## config.mk

```make
export PLATFORM = sky130hd
export DESIGN_NAME = swc_top
export DESIGN_NICKNAME = d
export VERILOG_FILES = /design/src/inc/swc_pkg.sv /design/src/verilog/swc_top.sv
export SDC_FILE = /design/constraint.sdc
export NUM_CORES = 1
export LEC_CHECK = 0
export BUFFER_PORTS_ARGS = -buffer_cell sky130_fd_sc_hd__buf_2
export CORE_MARGIN = 1.5
export CORE_UTILIZATION = 35
export DETAILED_ROUTE_END_ITERATION = 10
export PLACE_DENSITY = 0.61
export RECOVER_POWER = 100
export SYNTH_ARGS = -nofsm -noshare
export SYNTH_HDL_FRONTEND = slang
export SYNTH_SLANG_ARGS = --single-unit
export TNS_END_PERCENT = 20
```

## constraint.sdc

```tcl
create_clock -name sys_clk -period 3.4 [get_ports sys_clk]
set_input_delay 0.68 -clock sys_clk [delete_from_list [all_inputs] [get_ports sys_clk]]
set_output_delay 0.68 -clock sys_clk [all_outputs]
set_load 0.01 [all_outputs]
```

## src/inc/swc_pkg.sv

```systemverilog
// constants, types and register map of the sleep and wake controller
package swc_pkg;
  // register byte offsets
  localparam logic [7:0] SWC_OFS_INT_CTL    = 8'h00;
  localparam logic [7:0] SWC_OFS_EN_ONE     = 8'h04;
  localparam logic [7:0] SWC_OFS_EN_TWO     = 8'h08;
  localparam logic [7:0] SWC_OFS_EN_THREE   = 8'h0C;
  localparam logic [7:0] SWC_OFS_REQ_ONE    = 8'h10;
  localparam logic [7:0] SWC_OFS_REQ_TWO    = 8'h14;
  localparam logic [7:0] SWC_OFS_REQ_THREE  = 8'h18;
  localparam logic [7:0] SWC_OFS_STATUS     = 8'h1C;
  localparam logic [7:0] SWC_OFS_REG_CTL    = 8'h20;
  localparam logic [7:0] SWC_OFS_SLEEP_STAT = 8'h24;
  // interrupt control fields
  localparam int SWC_IC_GLOBAL_EN = 7;
  localparam int SWC_IC_PERIPH_EN = 6;
  localparam int SWC_IC_TMR0_EN   = 5;
  localparam int SWC_IC_TMR0_FLAG = 2;
  localparam int SWC_IC_EXT_FLAG  = 1;
  localparam int SWC_IC_CHG_FLAG  = 0;
  // implemented bits of the enable and flag registers
  localparam logic [7:0] SWC_MASK_ONE    = 8'hCB;
  localparam logic [7:0] SWC_MASK_TWO    = 8'h6C;
  localparam logic [7:0] SWC_MASK_THREE  = 8'h03;
  localparam logic [7:0] SWC_MASK_INT_WR = 8'hFE;
  // status, regulator and sleep-state fields
  localparam int SWC_ST_TIME_OUT    = 4;
  localparam int SWC_ST_POWER_DOWN  = 3;
  localparam int SWC_RC_POWER_MODE  = 1;
  localparam int SWC_RC_RESERVED    = 0;
  localparam int SWC_SS_ASLEEP      = 0;
  // pin synchroniser order and idle value (reset pin idles high)
  localparam int SWC_PIN_EXT_INT    = 0;
  localparam int SWC_PIN_RESET_N    = 1;
  localparam int SWC_PIN_BROWN_OUT  = 2;
  localparam int SWC_PIN_POWER_ON   = 3;
  localparam logic [3:0] SWC_SYNC_IDLE = 4'h2;
  // bus answers
  localparam logic [1:0] SWC_RESP_OKAY   = 2'h0;
  localparam logic [1:0] SWC_RESP_SLVERR = 2'h2;

  typedef enum logic [1:0] {SWC_AWAKE = 2'b00, SWC_ASLEEP = 2'b01} swc_sleep_t;
  typedef enum logic [1:0] {
    SWC_T1_INSTR = 2'b00, SWC_T1_SYS = 2'b01, SWC_T1_LFOSC = 2'b10, SWC_T1_PIN = 2'b11
  } swc_t1src_t;

  typedef struct packed {
    logic [7:0]  awaddr;
    logic        awvalid;
    logic [31:0] wdata;
    logic [3:0]  wstrb;
    logic        wvalid;
    logic        bready;
    logic [7:0]  araddr;
    logic        arvalid;
    logic        rready;
  } swc_axi_req_t;

  typedef struct packed {
    logic        awready;
    logic        wready;
    logic        bvalid;
    logic [1:0]  bresp;
    logic        arready;
    logic        rvalid;
    logic [31:0] rdata;
    logic [1:0]  rresp;
  } swc_axi_rsp_t;

  typedef struct packed {
    logic [7:0] reqOne;
    logic [7:0] reqTwo;
    logic [7:0] reqThree;
    logic       timerZero;
    logic       iocAny;
  } swc_evt_t;

  typedef struct packed {
    logic       awHave;
    logic [7:0] awAddr;
    logic       wHave;
    logic [7:0] wData;
    logic       wLane;
    logic       bValid;
    logic [1:0] bResp;
    logic       rValid;
    logic [7:0] rData;
    logic [1:0] rResp;
  } swc_bus_t;

  typedef struct packed {
    swc_bus_t    bus;
    swc_sleep_t  sleepState;
    logic [7:0]  intCtl;
    logic [7:0]  enOne;
    logic [7:0]  enTwo;
    logic [7:0]  enThree;
    logic [7:0]  reqOne;
    logic [7:0]  reqTwo;
    logic [7:0]  reqThree;
    logic        timeOut;
    logic        powerDown;
    logic        regPowerMode;
    logic [3:0]  syncA;
    logic [3:0]  syncB;
    logic        extPrev;
    logic        wdtClear;
    logic        wake;
    logic        resumeVec;
    logic        devReset;
    logic [10:0] fetchAddr;
  } swc_state_t;

  function automatic swc_state_t swc_reset_state();
    swc_state_t r;
    r           = '0;
    r.timeOut   = 1'b1;
    r.powerDown = 1'b1;
    r.syncA     = SWC_SYNC_IDLE;
    r.syncB     = SWC_SYNC_IDLE;
    return r;
  endfunction
endpackage

```

## src/verilog/swc_top.sv

```systemverilog
// sleep entry, wake-up and interrupt request flags with an axi4-lite register port
`timescale 1ns/10ps
module swc_top (
  // clock, reset, enable
  input  wire logic                 sys_clk,
  input  wire logic                 srst,
  input  wire logic                 ce,
  // register bus
  input  wire swc_pkg::swc_axi_req_t axiReq,
  output      swc_pkg::swc_axi_rsp_t axiRsp,
  // cpu core
  input  wire logic                 sleepExec,
  input  wire logic [10:0]          pcNow,
  output      logic [10:0]          fetchAddr,
  output      logic                 cpuClockEnable,
  output      logic                 cpuIrq,
  output      logic                 wakePulse,
  output      logic                 resumeVector,
  // peripheral events from same-clock logic
  input  wire swc_pkg::swc_evt_t    evt,
  // pins
  input  wire logic                 extIntPin,
  input  wire logic                 extResetPinN,
  input  wire logic                 brownOutReq,
  input  wire logic                 powerOnReq,
  // configuration
  input  wire logic                 resetPinEnable,
  input  wire logic                 brownOutEnable,
  input  wire logic                 wdtEnable,
  input  wire logic                 wdtSleepEnable,
  input  wire swc_pkg::swc_t1src_t  timerOneSrc,
  input  wire logic                 adcDedicatedOsc,
  // watchdog
  input  wire logic                 wdtTimeout,
  output      logic                 wdtClear,
  output      logic                 wdtRun,
  // clocks, ports, regulator, reset
  output      logic                 lfOscRun,
  output      logic                 timerOneRun,
  output      logic                 adcRun,
  output      logic                 portHold,
  output      logic                 regulatorLowPower,
  output      logic                 deviceReset
);
  swc_pkg::swc_state_t s;
  swc_pkg::swc_state_t n;
  logic                awake;
  logic                asleep;
  logic                rstNow;
  logic [2:0]          coreWake;
  logic                periphWake;
  logic                wakeReq;

  // state decode
  assign awake  = (s.sleepState == swc_pkg::SWC_AWAKE);
  assign asleep = (s.sleepState == swc_pkg::SWC_ASLEEP);

  // reset sources act alike awake or asleep
  assign rstNow = (resetPinEnable & ~s.syncB[swc_pkg::SWC_PIN_RESET_N])
                | (brownOutEnable & s.syncB[swc_pkg::SWC_PIN_BROWN_OUT])
                | s.syncB[swc_pkg::SWC_PIN_POWER_ON];

  // wake request: flag and enable pairs, peripherals behind their gate
  assign coreWake   = s.intCtl[swc_pkg::SWC_IC_TMR0_EN -: 3]
                    & s.intCtl[swc_pkg::SWC_IC_TMR0_FLAG -: 3];
  assign periphWake = s.intCtl[swc_pkg::SWC_IC_PERIPH_EN]
                    & (|((s.enOne & s.reqOne) | (s.enTwo & s.reqTwo) | (s.enThree & s.reqThree)));
  assign wakeReq    = (|coreWake) | periphWake;

  // next-state logic
  always_comb begin
    logic       awTake;
    logic       wTake;
    logic       arTake;
    logic       wrGo;
    logic [7:0] wrAddr;
    logic [7:0] wrData;
    logic       wrLane;
    logic [7:0] rd;
    logic       hit;
    logic       extEdge;
    logic [7:0] setCtl;
    swc_pkg::swc_bus_t keepBus;
    logic [3:0] keepA;
    logic [3:0] keepB;
    awTake  = axiReq.awvalid & axiRsp.awready;
    wTake   = axiReq.wvalid & axiRsp.wready;
    arTake  = axiReq.arvalid & axiRsp.arready;
    wrGo    = (s.bus.awHave | awTake) & (s.bus.wHave | wTake);
    wrAddr  = s.bus.awHave ? s.bus.awAddr : axiReq.awaddr;
    wrData  = s.bus.wHave ? s.bus.wData : axiReq.wdata[7:0];
    wrLane  = s.bus.wHave ? s.bus.wLane : axiReq.wstrb[0];
    rd      = 8'h00;
    hit     = 1'b1;
    extEdge = s.syncB[swc_pkg::SWC_PIN_EXT_INT] & ~s.extPrev;
    setCtl  = 8'h00;
    keepBus = s.bus;
    keepA   = s.syncA;
    keepB   = s.syncB;
    n       = s;

    // pin synchronisers and edge memory
    n.syncA    = {powerOnReq, brownOutReq, extResetPinN, extIntPin};
    n.syncB    = s.syncA;
    n.extPrev  = s.syncB[swc_pkg::SWC_PIN_EXT_INT];
    n.wdtClear = 1'b0;
    n.wake     = 1'b0;
    n.resumeVec = 1'b0;
    n.devReset = 1'b0;

    // write channel capture and answer
    if (awTake) begin
      n.bus.awHave = 1'b1;
      n.bus.awAddr = axiReq.awaddr;
    end
    if (wTake) begin
      n.bus.wHave = 1'b1;
      n.bus.wData = axiReq.wdata[7:0];
      n.bus.wLane = axiReq.wstrb[0];
    end
    if (s.bus.bValid && axiReq.bready) begin
      n.bus.bValid = 1'b0;
    end
    if (wrGo) begin
      n.bus.awHave = 1'b0;
      n.bus.wHave  = 1'b0;
      n.bus.bValid = 1'b1;
      case ({wrAddr[7:2], 2'b00})
        swc_pkg::SWC_OFS_INT_CTL: begin
          if (wrLane) begin
            n.intCtl = (wrData & swc_pkg::SWC_MASK_INT_WR) | (s.intCtl & ~swc_pkg::SWC_MASK_INT_WR);
          end
        end
        swc_pkg::SWC_OFS_EN_ONE: begin
          if (wrLane) begin
            n.enOne = wrData & swc_pkg::SWC_MASK_ONE;
          end
        end
        swc_pkg::SWC_OFS_EN_TWO: begin
          if (wrLane) begin
            n.enTwo = wrData & swc_pkg::SWC_MASK_TWO;
          end
        end
        swc_pkg::SWC_OFS_EN_THREE: begin
          if (wrLane) begin
            n.enThree = wrData & swc_pkg::SWC_MASK_THREE;
          end
        end
        swc_pkg::SWC_OFS_REQ_ONE: begin
          if (wrLane) begin
            n.reqOne = wrData & swc_pkg::SWC_MASK_ONE;
          end
        end
        swc_pkg::SWC_OFS_REQ_TWO: begin
          if (wrLane) begin
            n.reqTwo = wrData & swc_pkg::SWC_MASK_TWO;
          end
        end
        swc_pkg::SWC_OFS_REQ_THREE: begin
          if (wrLane) begin
            n.reqThree = wrData & swc_pkg::SWC_MASK_THREE;
          end
        end
        swc_pkg::SWC_OFS_REG_CTL: begin
          if (wrLane) begin
            n.regPowerMode = wrData[swc_pkg::SWC_RC_POWER_MODE];
          end
        end
        swc_pkg::SWC_OFS_STATUS, swc_pkg::SWC_OFS_SLEEP_STAT: begin
          n.bus.bValid = 1'b1;                                               // read-only, write ignored
        end
        default: begin
          hit = 1'b0;
        end
      endcase
      n.bus.bResp = hit ? swc_pkg::SWC_RESP_OKAY : swc_pkg::SWC_RESP_SLVERR;
    end

    // flag events win over a clearing write in the same cycle
    setCtl[swc_pkg::SWC_IC_TMR0_FLAG] = evt.timerZero;
    setCtl[swc_pkg::SWC_IC_EXT_FLAG]  = extEdge;
    n.intCtl   = n.intCtl | setCtl;
    n.intCtl[swc_pkg::SWC_IC_CHG_FLAG] = evt.iocAny;                         // live change flag
    n.reqOne   = n.reqOne | (evt.reqOne & swc_pkg::SWC_MASK_ONE);
    n.reqTwo   = n.reqTwo | (evt.reqTwo & swc_pkg::SWC_MASK_TWO);
    n.reqThree = n.reqThree | (evt.reqThree & swc_pkg::SWC_MASK_THREE);

    // read channel
    if (s.bus.rValid && axiReq.rready) begin
      n.bus.rValid = 1'b0;
    end
    if (arTake) begin
      hit = 1'b1;
      case ({axiReq.araddr[7:2], 2'b00})
        swc_pkg::SWC_OFS_INT_CTL:   rd = s.intCtl;
        swc_pkg::SWC_OFS_EN_ONE:    rd = s.enOne;
        swc_pkg::SWC_OFS_EN_TWO:    rd = s.enTwo;
        swc_pkg::SWC_OFS_EN_THREE:  rd = s.enThree;
        swc_pkg::SWC_OFS_REQ_ONE:   rd = s.reqOne;
        swc_pkg::SWC_OFS_REQ_TWO:   rd = s.reqTwo;
        swc_pkg::SWC_OFS_REQ_THREE: rd = s.reqThree;
        swc_pkg::SWC_OFS_STATUS: begin
          rd[swc_pkg::SWC_ST_TIME_OUT]   = s.timeOut;
          rd[swc_pkg::SWC_ST_POWER_DOWN] = s.powerDown;
        end
        swc_pkg::SWC_OFS_REG_CTL: begin
          rd[swc_pkg::SWC_RC_POWER_MODE] = s.regPowerMode;
          rd[swc_pkg::SWC_RC_RESERVED]   = 1'b1;
        end
        swc_pkg::SWC_OFS_SLEEP_STAT: begin
          rd[swc_pkg::SWC_SS_ASLEEP] = asleep;
        end
        default: begin
          hit = 1'b0;
        end
      endcase
      n.bus.rValid = 1'b1;
      n.bus.rData  = rd;
      n.bus.rResp  = hit ? swc_pkg::SWC_RESP_OKAY : swc_pkg::SWC_RESP_SLVERR;
    end

    // sleep sequencer
    case (s.sleepState)
      swc_pkg::SWC_AWAKE: begin
        if (sleepExec) begin
          n.fetchAddr = 11'(pcNow + 11'h001);
          if (!wakeReq) begin
            n.sleepState = swc_pkg::SWC_ASLEEP;
            n.wdtClear   = 1'b1;
            n.powerDown  = 1'b0;
            n.timeOut    = 1'b1;
          end
        end
      end
      swc_pkg::SWC_ASLEEP: begin
        if (wakeReq || wdtTimeout) begin
          n.sleepState = swc_pkg::SWC_AWAKE;
          n.wdtClear   = 1'b1;
          n.wake       = 1'b1;
          n.resumeVec  = wakeReq & s.intCtl[swc_pkg::SWC_IC_GLOBAL_EN];
          if (wdtTimeout && !wakeReq) begin
            n.timeOut = 1'b0;
          end
        end
      end
      default: begin
        n.sleepState = swc_pkg::SWC_AWAKE;
      end
    endcase

    // a reset source clears the device but leaves the bus and pins intact
    if (rstNow) begin
      keepBus    = n.bus;
      keepA      = n.syncA;
      keepB      = n.syncB;
      n          = swc_pkg::swc_reset_state();
      n.bus      = keepBus;
      n.syncA    = keepA;
      n.syncB    = keepB;
      n.devReset = 1'b1;
    end

    // low enable freezes everything
    if (!ce) begin
      n = s;
    end
  end

  // state register
  always_ff @(posedge sys_clk) begin
    if (srst) begin
      s <= swc_pkg::swc_reset_state();
    end else begin
      s <= n;
    end
  end

  // bus answers: readies from state, data from flops
  assign axiRsp.awready = ce & ~s.bus.awHave & ~s.bus.bValid;
  assign axiRsp.wready  = ce & ~s.bus.wHave & ~s.bus.bValid;
  assign axiRsp.bvalid  = s.bus.bValid;
  assign axiRsp.bresp   = s.bus.bResp;
  assign axiRsp.arready = ce & ~s.bus.rValid;
  assign axiRsp.rvalid  = s.bus.rValid;
  assign axiRsp.rdata   = {24'h000000, s.bus.rData};
  assign axiRsp.rresp   = s.bus.rResp;

  // cpu side
  assign fetchAddr      = s.fetchAddr;
  assign cpuClockEnable = awake;
  assign cpuIrq         = awake & wakeReq & s.intCtl[swc_pkg::SWC_IC_GLOBAL_EN];
  assign wakePulse      = s.wake;
  assign resumeVector   = s.resumeVec;
  assign deviceReset    = s.devReset;

  // watchdog control
  assign wdtClear = s.wdtClear;
  assign wdtRun   = wdtEnable & (awake | wdtSleepEnable);

  // what stays alive in sleep
  assign lfOscRun    = 1'b1;
  assign timerOneRun = awake | (timerOneSrc == swc_pkg::SWC_T1_LFOSC)
                     | (timerOneSrc == swc_pkg::SWC_T1_PIN);
  assign adcRun      = awake | adcDedicatedOsc;
  assign portHold    = asleep;
  assign regulatorLowPower = asleep & s.regPowerMode;
endmodule
```

# Yosys cells after proc, flatten, opt, wreduce, memory -nomap -nowiden
# Index checks and enable logic that the tools add are counted.
# word_totals
register_bits	118
latch_bits	0
mem_bits_rw	0
rom_bits	0
output_inout_bits	64
memories	0
# classes
add_sub_neg	1
mul	0
div_mod_pow	0
magnitude_cmp	0
eq_ne	26
shift	0
n_mux	58
bitwise_logic	44
reduce_logical	29
# op_table
op	n
8-bit two-way mux	16
85-bit two-way mux	1
56-bit two-way mux	1
6-bit by 3-bit equality test with 1-bit output (second input constant)	8
11-bit two-way mux	3
8-bit AND	3
6-bit by 2-bit equality test with 1-bit output (second input constant)	4
6-bit by 4-bit equality test with 1-bit output (second input constant)	4
8-bit bitwise OR	3
4-bit AND reduction	6
3-bit one-hot mux with 7 select lines	1
10-bit OR reduction	2
1-bit AND	18
1-bit two-way mux	17
2-bit two-way mux	8
2-bit one-hot mux with 8 select lines	1
2-bit nonzero test	8
6-bit by 1-bit equality test with 1-bit output (second input constant)	2
6-bit zero test	2
11-bit by 1-bit adder with 11-bit output (second input constant)	1
10-bit two-way mux	1
9-bit two-way mux	1
1-bit bitwise OR	9
1-bit one-hot mux with 9 select lines	1
other kinds (26)	37

# Longest topological paths before layout
# Gate-level depths: netlist of the first run.
# logic_depth
ltp_word	12
depth_mapped	7
ltp_nobuf	6

# Worst setup path before layout of the first run
# Ideal clock, no wire load.
# synth_timing
path_kind	in2reg
from	input ce
to	register s[43] in the netlist's numbering
setup_time_ps	122
arrival_ps	1979
setup_slack_ps	1299
path_stages	5
path_buffers	1
path_cell_list	nand2b_1 > a21o_4 > or4_4 > buf_6 > a311o_1
# synth_between
elab_chain_len	8
# synth_rtl
item	line_no	rtl
start, declared	swc_top.sv:7	input wire logic ce,
1-bit AND (on tied branches) (2 in a row)	swc_top.sv:279, swc_top.sv:280	
1-bit AND (on tied branches)	swc_top.sv:86, swc_top.sv:87	
1-bit bitwise OR	swc_top.sv:89	wrGo = (s.bus.awHave | awTake) & (s.bus.wHave | wTake);
1-bit AND	swc_top.sv:89	
56-bit two-way mux	swc_top.sv:124	if (wrGo) begin
8-bit bitwise OR	swc_top.sv:184	n.reqOne = n.reqOne | (evt.reqOne & swc_pkg::SWC_MASK_ONE);
85-bit two-way mux	swc_top.sv:252	if (rstNow) begin
end signal, assigned	swc_top.sv:272	s <= swc_pkg::swc_reset_state();
end signal, assigned	swc_top.sv:274	s <= n;
end, declared	swc_top.sv:45	swc_pkg::swc_state_t s;
# Several ways; a longest one is shown, not always the timed one. The select of a mux whose other input is x is not followed.
# A chain may end at the register's enable or synchronous reset.

# Final worst setup path of the first run
# layout_timing
from	register s[117] in the netlist's numbering
to	register s[41] in the netlist's numbering
# layout_between
elab_chain_len	9
# layout_rtl
item	line_no	rtl
1-bit inverter	swc_top.sv:279	assign axiRsp.awready = ce & ~s.bus.awHave & ~s.bus.bValid;
1-bit AND (2 in a row)	swc_top.sv:279	
1-bit AND	swc_top.sv:86	awTake = axiReq.awvalid & axiRsp.awready;
1-bit bitwise OR	swc_top.sv:89	
1-bit AND	swc_top.sv:89	
56-bit two-way mux *	swc_top.sv:124	
8-bit by 7-bit bitwise OR with 8-bit output *	swc_top.sv:185	n.reqTwo = n.reqTwo | (evt.reqTwo & swc_pkg::SWC_MASK_TWO);
85-bit two-way mux *	swc_top.sv:252	
# Every way passes the cells marked *; elsewhere a longest branch is shown, timed or not. The select of a mux whose other input is x is not followed.

==> results.md, run 1 <==
* Syn avg cell area at 8.121 µm²
* Synth cell count leaders: dfxtp_1 (87), nand2_1 (66), buf_4 (51)
* H-tree depth reported by CTS at 3
* Yosys warning count at 0
* Final Max Tran Viols at 37
* Sequential area share after synthesis at 0.3617
* Clk slew on worst S/H paths at 0.06 ns
* Worst path max stage delay at 1.03 ns
* Sw Ratio at 0.2715
* #FFs+latches synth at 87
* Initial Utilization at 0.3608
* Antenna violations before repair at 0
* Synthesized-area fraction occupied by adder cells at 0.002598
* CTS Buffer Depth at 2
* Grt ovf at 0
* I/O Pins at 174
* Primary FF master, synth: dfxtp_1
* ANT cells at 0
* Largest net degree at the start of global routing at 37
* Vias at 4378
* Residual DRC at 0
* Max Clock Skew at 0.006039 ns
* Combinational family with the most area after synthesis: simple AND/OR/NAND/NOR gates
* Worst hold path type: reg2reg
* Crit Path Category: reg2reg
* Maxcap violations at 1
* Iter 0 DRT Violations at 289
* Tmin final at 2.732 ns
* Post-synth top area share at 0.3617
* Fraction of the mapped netlist area in simple logic gates at 0.2302
* Hpwl dp at 9834 µm
* Worst-Margin Slew at 1.664 ns
* Critical Path Slowest Stage Cell: nor4b_1
* RSZ-0062 raised after global routing: false
* Hold buffers post-CTS at 0
* Syn Inst Count at 593
* First-pass GRT wire length at 20860 µm
* WL/cell at 15.75 µm
* PwrDens at 462.5 nW/µm²
* Avg Vias per Cell at 5.256
* Failing checks: capacitance limit, slew limit
* CP top delay family: simple AND/OR/NAND/NOR gates
* CTS tree: built
* Max frequency at 366.0 MHz
* DRT Pass-1 Iters at 5
* WP data arrival at 2.94 ns
* Number of cell rows at 42
* GPL Wtd Cong at 0.8926
* Seq pwr share at 0.453
* Port Buffers at 101
* Count leader, synth: dfxtp_1
* Design area at 5396 µm²
* Setup ws final at 0.6678 ns
* Die X at 120.3 µm
* Full die area at 14470 µm²
* Cell Area, Placed at 5171 µm²
* CTS buffer count at 9
* Final period utilization at 0.8036
* Syn Std Cell Area at 4816 µm²
* Clk_lat worst skew at 0.34 ns
* Crit-path cells: o22ai_1 > a21o_4 > nor4b_1 > mux2i_1 > o22ai_1
* Net Sw Power at 677.6 µW
* Critical path launch point type: register
* Post-CTS setup buffers at 0
* Synth top area cells: dfxtp_1 (36%), buf_4 (8.0%), mux2i_1 (6.7%)
* Clock sink total at 87
* Fraction of registers with async set or reset after synthesis at 0
* Max-Slew Margin vs Limit at -0.1091
* Worst Path Required at 3.61 ns
* Internal at 1.818 mW
* Synthesis-to-finish area growth at 12.06%
* # nets final at 764
* Die H at 120.3 µm
* Status: finished with violations
* Vias in the first global route at 4181
* Top cell type by total area after synthesis: dfxtp_1
* Final Setup Violations at 0
* Compound-cell area share of the yosys netlist at 0.1850
* Count of flip-flops with a built-in enable after synthesis at 0
* Total wire length at 13120 µm
* Number of routed nets with antenna violations at 0
* Comb pwr share at 0.145
* Synth Area in XOR/XNOR at 0.01637
* Clock share of power at 0.402
* Library cells used by synthesis at 60
* Core box area at 13350 µm²
* Post-synthesis mux area share at 0.08756
* Worst vdd ir at 0.0002109 V
* All-layer global routing usage at 0.1812
* Resized Gates After CTS at 0
* Crit. End Element: register
* LEAKAGE at 2.121 nW
* Bufs and invs on worst path at 0
* Share of layout cells above drive strength 1 at 0.1416
* Pre-CTS setup slack at 0.8270 ns
* Hold violation total from the final report at 0
* Clock root buffer: clkbuf_16
* CP Max Fanout at 19
* CP dominant cell by count: o22ai_1
* Setup TNS at 0 ns
per-layer routing:
layer / up-vias / share of wire / track usage
met5: - / 0 / 0
met4: 0 / 0.018 / 0.07353
met3: 16 / 0.055 / 0.03066
met2: 126 / 0.48 / 0.3025
met1: 2075 / 0.45 / 0.2323
li1: 2161 / - / -
worst paths after layout:
check          startpoint      endpoint  slack (ns)  depth (start not counted)
min reg2reg  fetchAddr[3]  fetchAddr[3]        0.45                          2
max                s[117]         s[41]        0.67                          5
max reg2reg        s[117]         s[41]        0.67                          5
min          fetchAddr[3]  fetchAddr[3]        0.45                          2
final cells by class:
cell class	instances	area, µm²
fillers	1407	7951
repair buffers	108	494.2
multi-input cells	437	2604
flip-flops and latches	87	1742
well taps	176	220.2
clock buffers	12	256.5
inverters	10	37.54
clock inverters	3	42.54
logic make-up (layout without fill, tap and decap cells):
family                   Yosys count  in the layout
other                              2             27
buffers and inverters             94            133
flip-flops                        87             87
adder cells (fa/ha/maj)            1              1
AO/OA/AOI/OAI                    136            136
AND/OR/NAND/NOR                  223            223
multiplexers                      41             41
XOR/XNOR                           9              9
sequential cells by signal, summed over array words and instances (netlist names):
register and flops:
s 60, axiRsp 12, fetchAddr 11, deviceReset 1, resumeVector 1, wakePulse 1, wdtClear 1
cells in the final DEF (no fill, tap or decap), types with 3 or more instances in the layout:
cell,n
buf_2,62
o211ai_1,3
conb_1,27
nand2b_1,8
nand3_1,36
mux2i_1,32
a2bb2oi_1,4
buf_4,3
o31ai_1,6
inv_1,10
nand3b_1,5
and2_1,3
nand2_1,66
xnor2_1,5
a22oi_1,13
nor2_1,49
clkbuf_16,9
a21oi_1,42
a31oi_1,4
xor2_1,4
nor3_1,9
mux2_2,9
and3_1,15
and2_0,6
nand4_1,5
o22ai_1,12
clkbuf_1,44
a21o_1,3
dfxtp_1,87
nor2b_1,4
a222oi_1,3
o21ai_0,23
nor4b_1,4
worst reg2reg max path, delay by kind of cell, from the launching register on:
family	cells	cell delay [ns]
compound gates	3	0.58
flops	1	0.68
mux	1	0.30
simple gates	1	1.03
per-stage QoR:
| stage | util | power (mW) | hold slack [ns] | std cells |
|---|---|---|---|---|
| 2_1_floorplan | - | 1.415 | 0.4255 | 618 |
| 3_3_place_gp | 0.3874 | 1.510 | 0.4376 | 818 |
| 3_5_place_dp | 0.3874 | 1.521 | 0.4441 | 818 |
| 4_1_cts | 0.4098 | 2.529 | 0.4527 | 833 |
| 5_1_grt | 0.4043 | 2.611 | 0.4706 | 833 |
| 6_report | 0.4043 | 2.496 | 0.4515 | 833 |
power groups by stage:
stage | logic [mW] | registers (mW) | clock network (mW)
after floorplan | 0.290 | 1.13 | 0
after global placement | 0.360 | 1.15 | 0
after detailed placement | 0.369 | 1.15 | 0
after CTS | 0.371 | 1.13 | 1.03
after global routing | 0.401 | 1.14 | 1.07
final | 0.361 | 1.13 | 1.00
(Power assumes the default switching activity.)
==> run 2, diff against run 1 <==
Settings changed: ABC_AREA set to 1, PLACE_DENSITY 0.61 to 0.6.
Clock period 3.4 ns to 2.6 ns, I/O delays scaled along.
==> run 2 against run 1 <==
The flow now finishes without violations. Hold slack got worse by 0.076 ns. Wire length increased by 0.19%. Critical path type is now reg2out. Combinational power increased by 43%. Flip-flop and latch count unchanged.
==> results.md, run 2 <==
* Antenna violations before repair at 0
* Synthesis-to-finish area growth at 11.60%
* Synth cell count leaders: nand2_1 (195), dfxtp_1 (87), nor2_1 (74)
* Multi-input logic area at 2534 µm²
* Final Max Tran Viols at 0
* Port Buffers at 101
* Post-layout util at 0.4025
* Hold violation total from the final report at 0
* Yosys warning count at 0
* Status: completed
* H-tree depth reported by CTS at 3
* Maxcap violations at 0
* Worst hold path type: in2reg
* DRT Pass-1 Iters at 5
* Final Setup Violations at 0
* Clk_lat worst skew at 0.35 ns
* Tmin final at 2.286 ns
* Most common cell after layout, fill and taps aside: nand2_1
* Max reg flops at 60
* Worst Path Required at 2.08 ns
* PwrDens at 611.4 nW/µm²
* Worst-Margin Slew at 1.038 ns
* All-layer global routing usage at 0.1798
* Number of cell rows at 43
* Iter 0 DRT Violations at 249
* CTS buffer count at 9
* WL/cell at 13.10 µm
* Count leader, synth: nand2_1
* Largest net degree at the start of global routing at 46
* Post-CTS setup buffers at 0
* Setup TNS at 0 ns
* Die X at 122.8 µm
* Post-synth top area share at 0.3465
* I/O Pins at 174
* Hpwl dp at 10040 µm
* Clk slew on worst S/H paths at 0.07 ns
* Syn Std Cell Area at 5026 µm²
* Avg Vias per Cell at 4.684
* Die H at 122.8 µm
* GPL Wtd Cong at 0.8361
* CTS Buffer Depth at 2
* Fraction of registers with async set or reset after synthesis at 0
* Sw Ratio at 0.2846
* Vias in the first global route at 4122
* Synth top area cells: dfxtp_1 (35%), nand2_1 (15%), buf_4 (7.6%)
* Max-Slew Margin vs Limit at 0.3078
* Filler instances at 1597
* Comb pwr share at 0.151
* Top cell type by total area after synthesis: dfxtp_1
* Number of routed nets with antenna violations at 0
* Primary FF master, synth: dfxtp_1
* Full die area at 15090 µm²
* Residual DRC at 0
* Final period utilization at 0.8794
* Clock sink total at 87
* #FFs+latches synth at 87
* Most frequent cells in the layout: nand2_1 (200), dfxtp_1 (87), nor2_1 (76), a21oi_1 (64), buf_2 (64)
* Initial Utilization at 0.3607
* Max frequency at 437.4 MHz
* LEAKAGE at 2.479 nW
* Net Sw Power at 975.9 µW
* CTS tree: built
* Sequential area share after synthesis at 0.3465
* Critical path launch point type: register
* Hold buffers post-CTS at 0
* # nets final at 929
* R2r worst-path depth at 8
* Hold Crit Depth at 3
* CP Max Fanout at 5
* Vias at 4698
* FF+latch area at 1742 µm²
* Count of flip-flops with a built-in enable after synthesis at 0
* Total wire length at 13140 µm
* Crit. End Element: output pin
* Seq pwr share at 0.430
* ANT cells at 0
* Share of layout cells above drive strength 1 at 0.1470
* RSZ-0062 raised after global routing: false
* Grt ovf at 0
* Library cells used by synthesis at 45
* Syn avg cell area at 6.719 µm²
* Resized Gates After CTS at 0
* Crit Path Category: reg2out
* Clock root buffer: clkbuf_16
* Max Clock Skew at 0.006759 ns
* WP data arrival at 1.77 ns
* Clock share of power at 0.419
* Largest Register: s
* First-pass GRT wire length at 21030 µm
* Worst vdd ir at 0.0002552 V
* Syn Inst Count at 748
* Internal at 2.453 mW
* Core box area at 13930 µm²
run 2: cell count changes after synthesis, moves of 15 or more:
| cell | change |
|---|---|
| nor2_1 | +25 |
| nand2_1 | +129 |
| a21oi_1 | +22 |
| and3_1 | -15 |
| clkbuf_1 | -15 |
| mux2i_1 | -32 |
| inv_1 | +47 |
| o21ai_0 | +22 |
run 2: power by group through the flow:
stage	clock network (mW)	logic [mW]	registers (mW)
6_report	1.44	0.518	1.47
5_1_grt	1.52	0.597	1.48
4_1_cts	1.46	0.542	1.47
3_5_place_dp	0	0.541	1.50
3_3_place_gp	0	0.538	1.50
2_1_floorplan	0	0.435	1.48
run 2: stage by stage:
stage | instances | area, µm² | hold WS [ns] | setup slack, ns | power [mW]
6_report | 1003 | 5609 | 0.3754 | 0.3135 | 3.429
3_3_place_gp | 987 | 5395 | 0.4359 | 0.5999 | 2.038
4_1_cts | 1003 | 5727 | 0.3731 | 0.3441 | 3.470
5_1_grt | 1003 | 5609 | 0.4028 | 0.1237 | 3.598
3_5_place_dp | 987 | 5395 | 0.4435 | 0.5948 | 2.042
2_1_floorplan | 773 | 5120 | 0.4246 | 1.004 | 1.911
run 2: critical path: stages, from the launching register on:
cell and delay, ns:
dfxtp_1 0.42, nand2_1 0.07, nand3_1 0.10, nand3b_1 0.11, nand2_1 0.12, a21boi_0 0.27
inv_1 0.07, nor2_1 0.08, clkbuf_1 0.18
run 2: cells by family after synthesis:
kind of cell,after synthesis,synth area share
and+or+nand+nor,379,0.3460
buffers and inverters,145,0.1561
AOI/OAI and AO/OA,133,0.1456
DFF,87,0.3465
other,2,0.001494
xor gates and xnor gates,1,0.001743
adders and majority gates,1,0.002489
run 2: area by class of cell:
| type | instances | area share |
|---|---|---|
| clock inverters | 6 | 0.01651 |
| repair buffers | 108 | 0.08923 |
| flip-flops and latches | 87 | 0.3105 |
| clock buffers | 10 | 0.04261 |
| well taps | 180 | 0.04015 |
| multi-input cells | 541 | 0.4517 |
| inverters | 71 | 0.04930 |
run 2: routing by layer:
layer | GRT usage | routed length [µm] | vias up
li1 | - | - | 2484
met2 | 0.2701 | 5730 | 129
met3 | 0.02463 | 657 | 15
met5 | 0 | 0 | -
met1 | 0.2618 | 6551 | 2070
met4 | 0.06250 | 203 | 0
run 2: worst paths after layout:
| kind | from | endpoint | slack, ns |
|---|---|---|---|
| worst max-delay path | s[49] | cpuIrq | 0.31 |
| worst min-delay path | extResetPinN | s[21] | 0.38 |
| worst max register to register | s[108] | s[51] | 0.47 |
| worst min register to register | s[100] | s[100] | 0.45 |
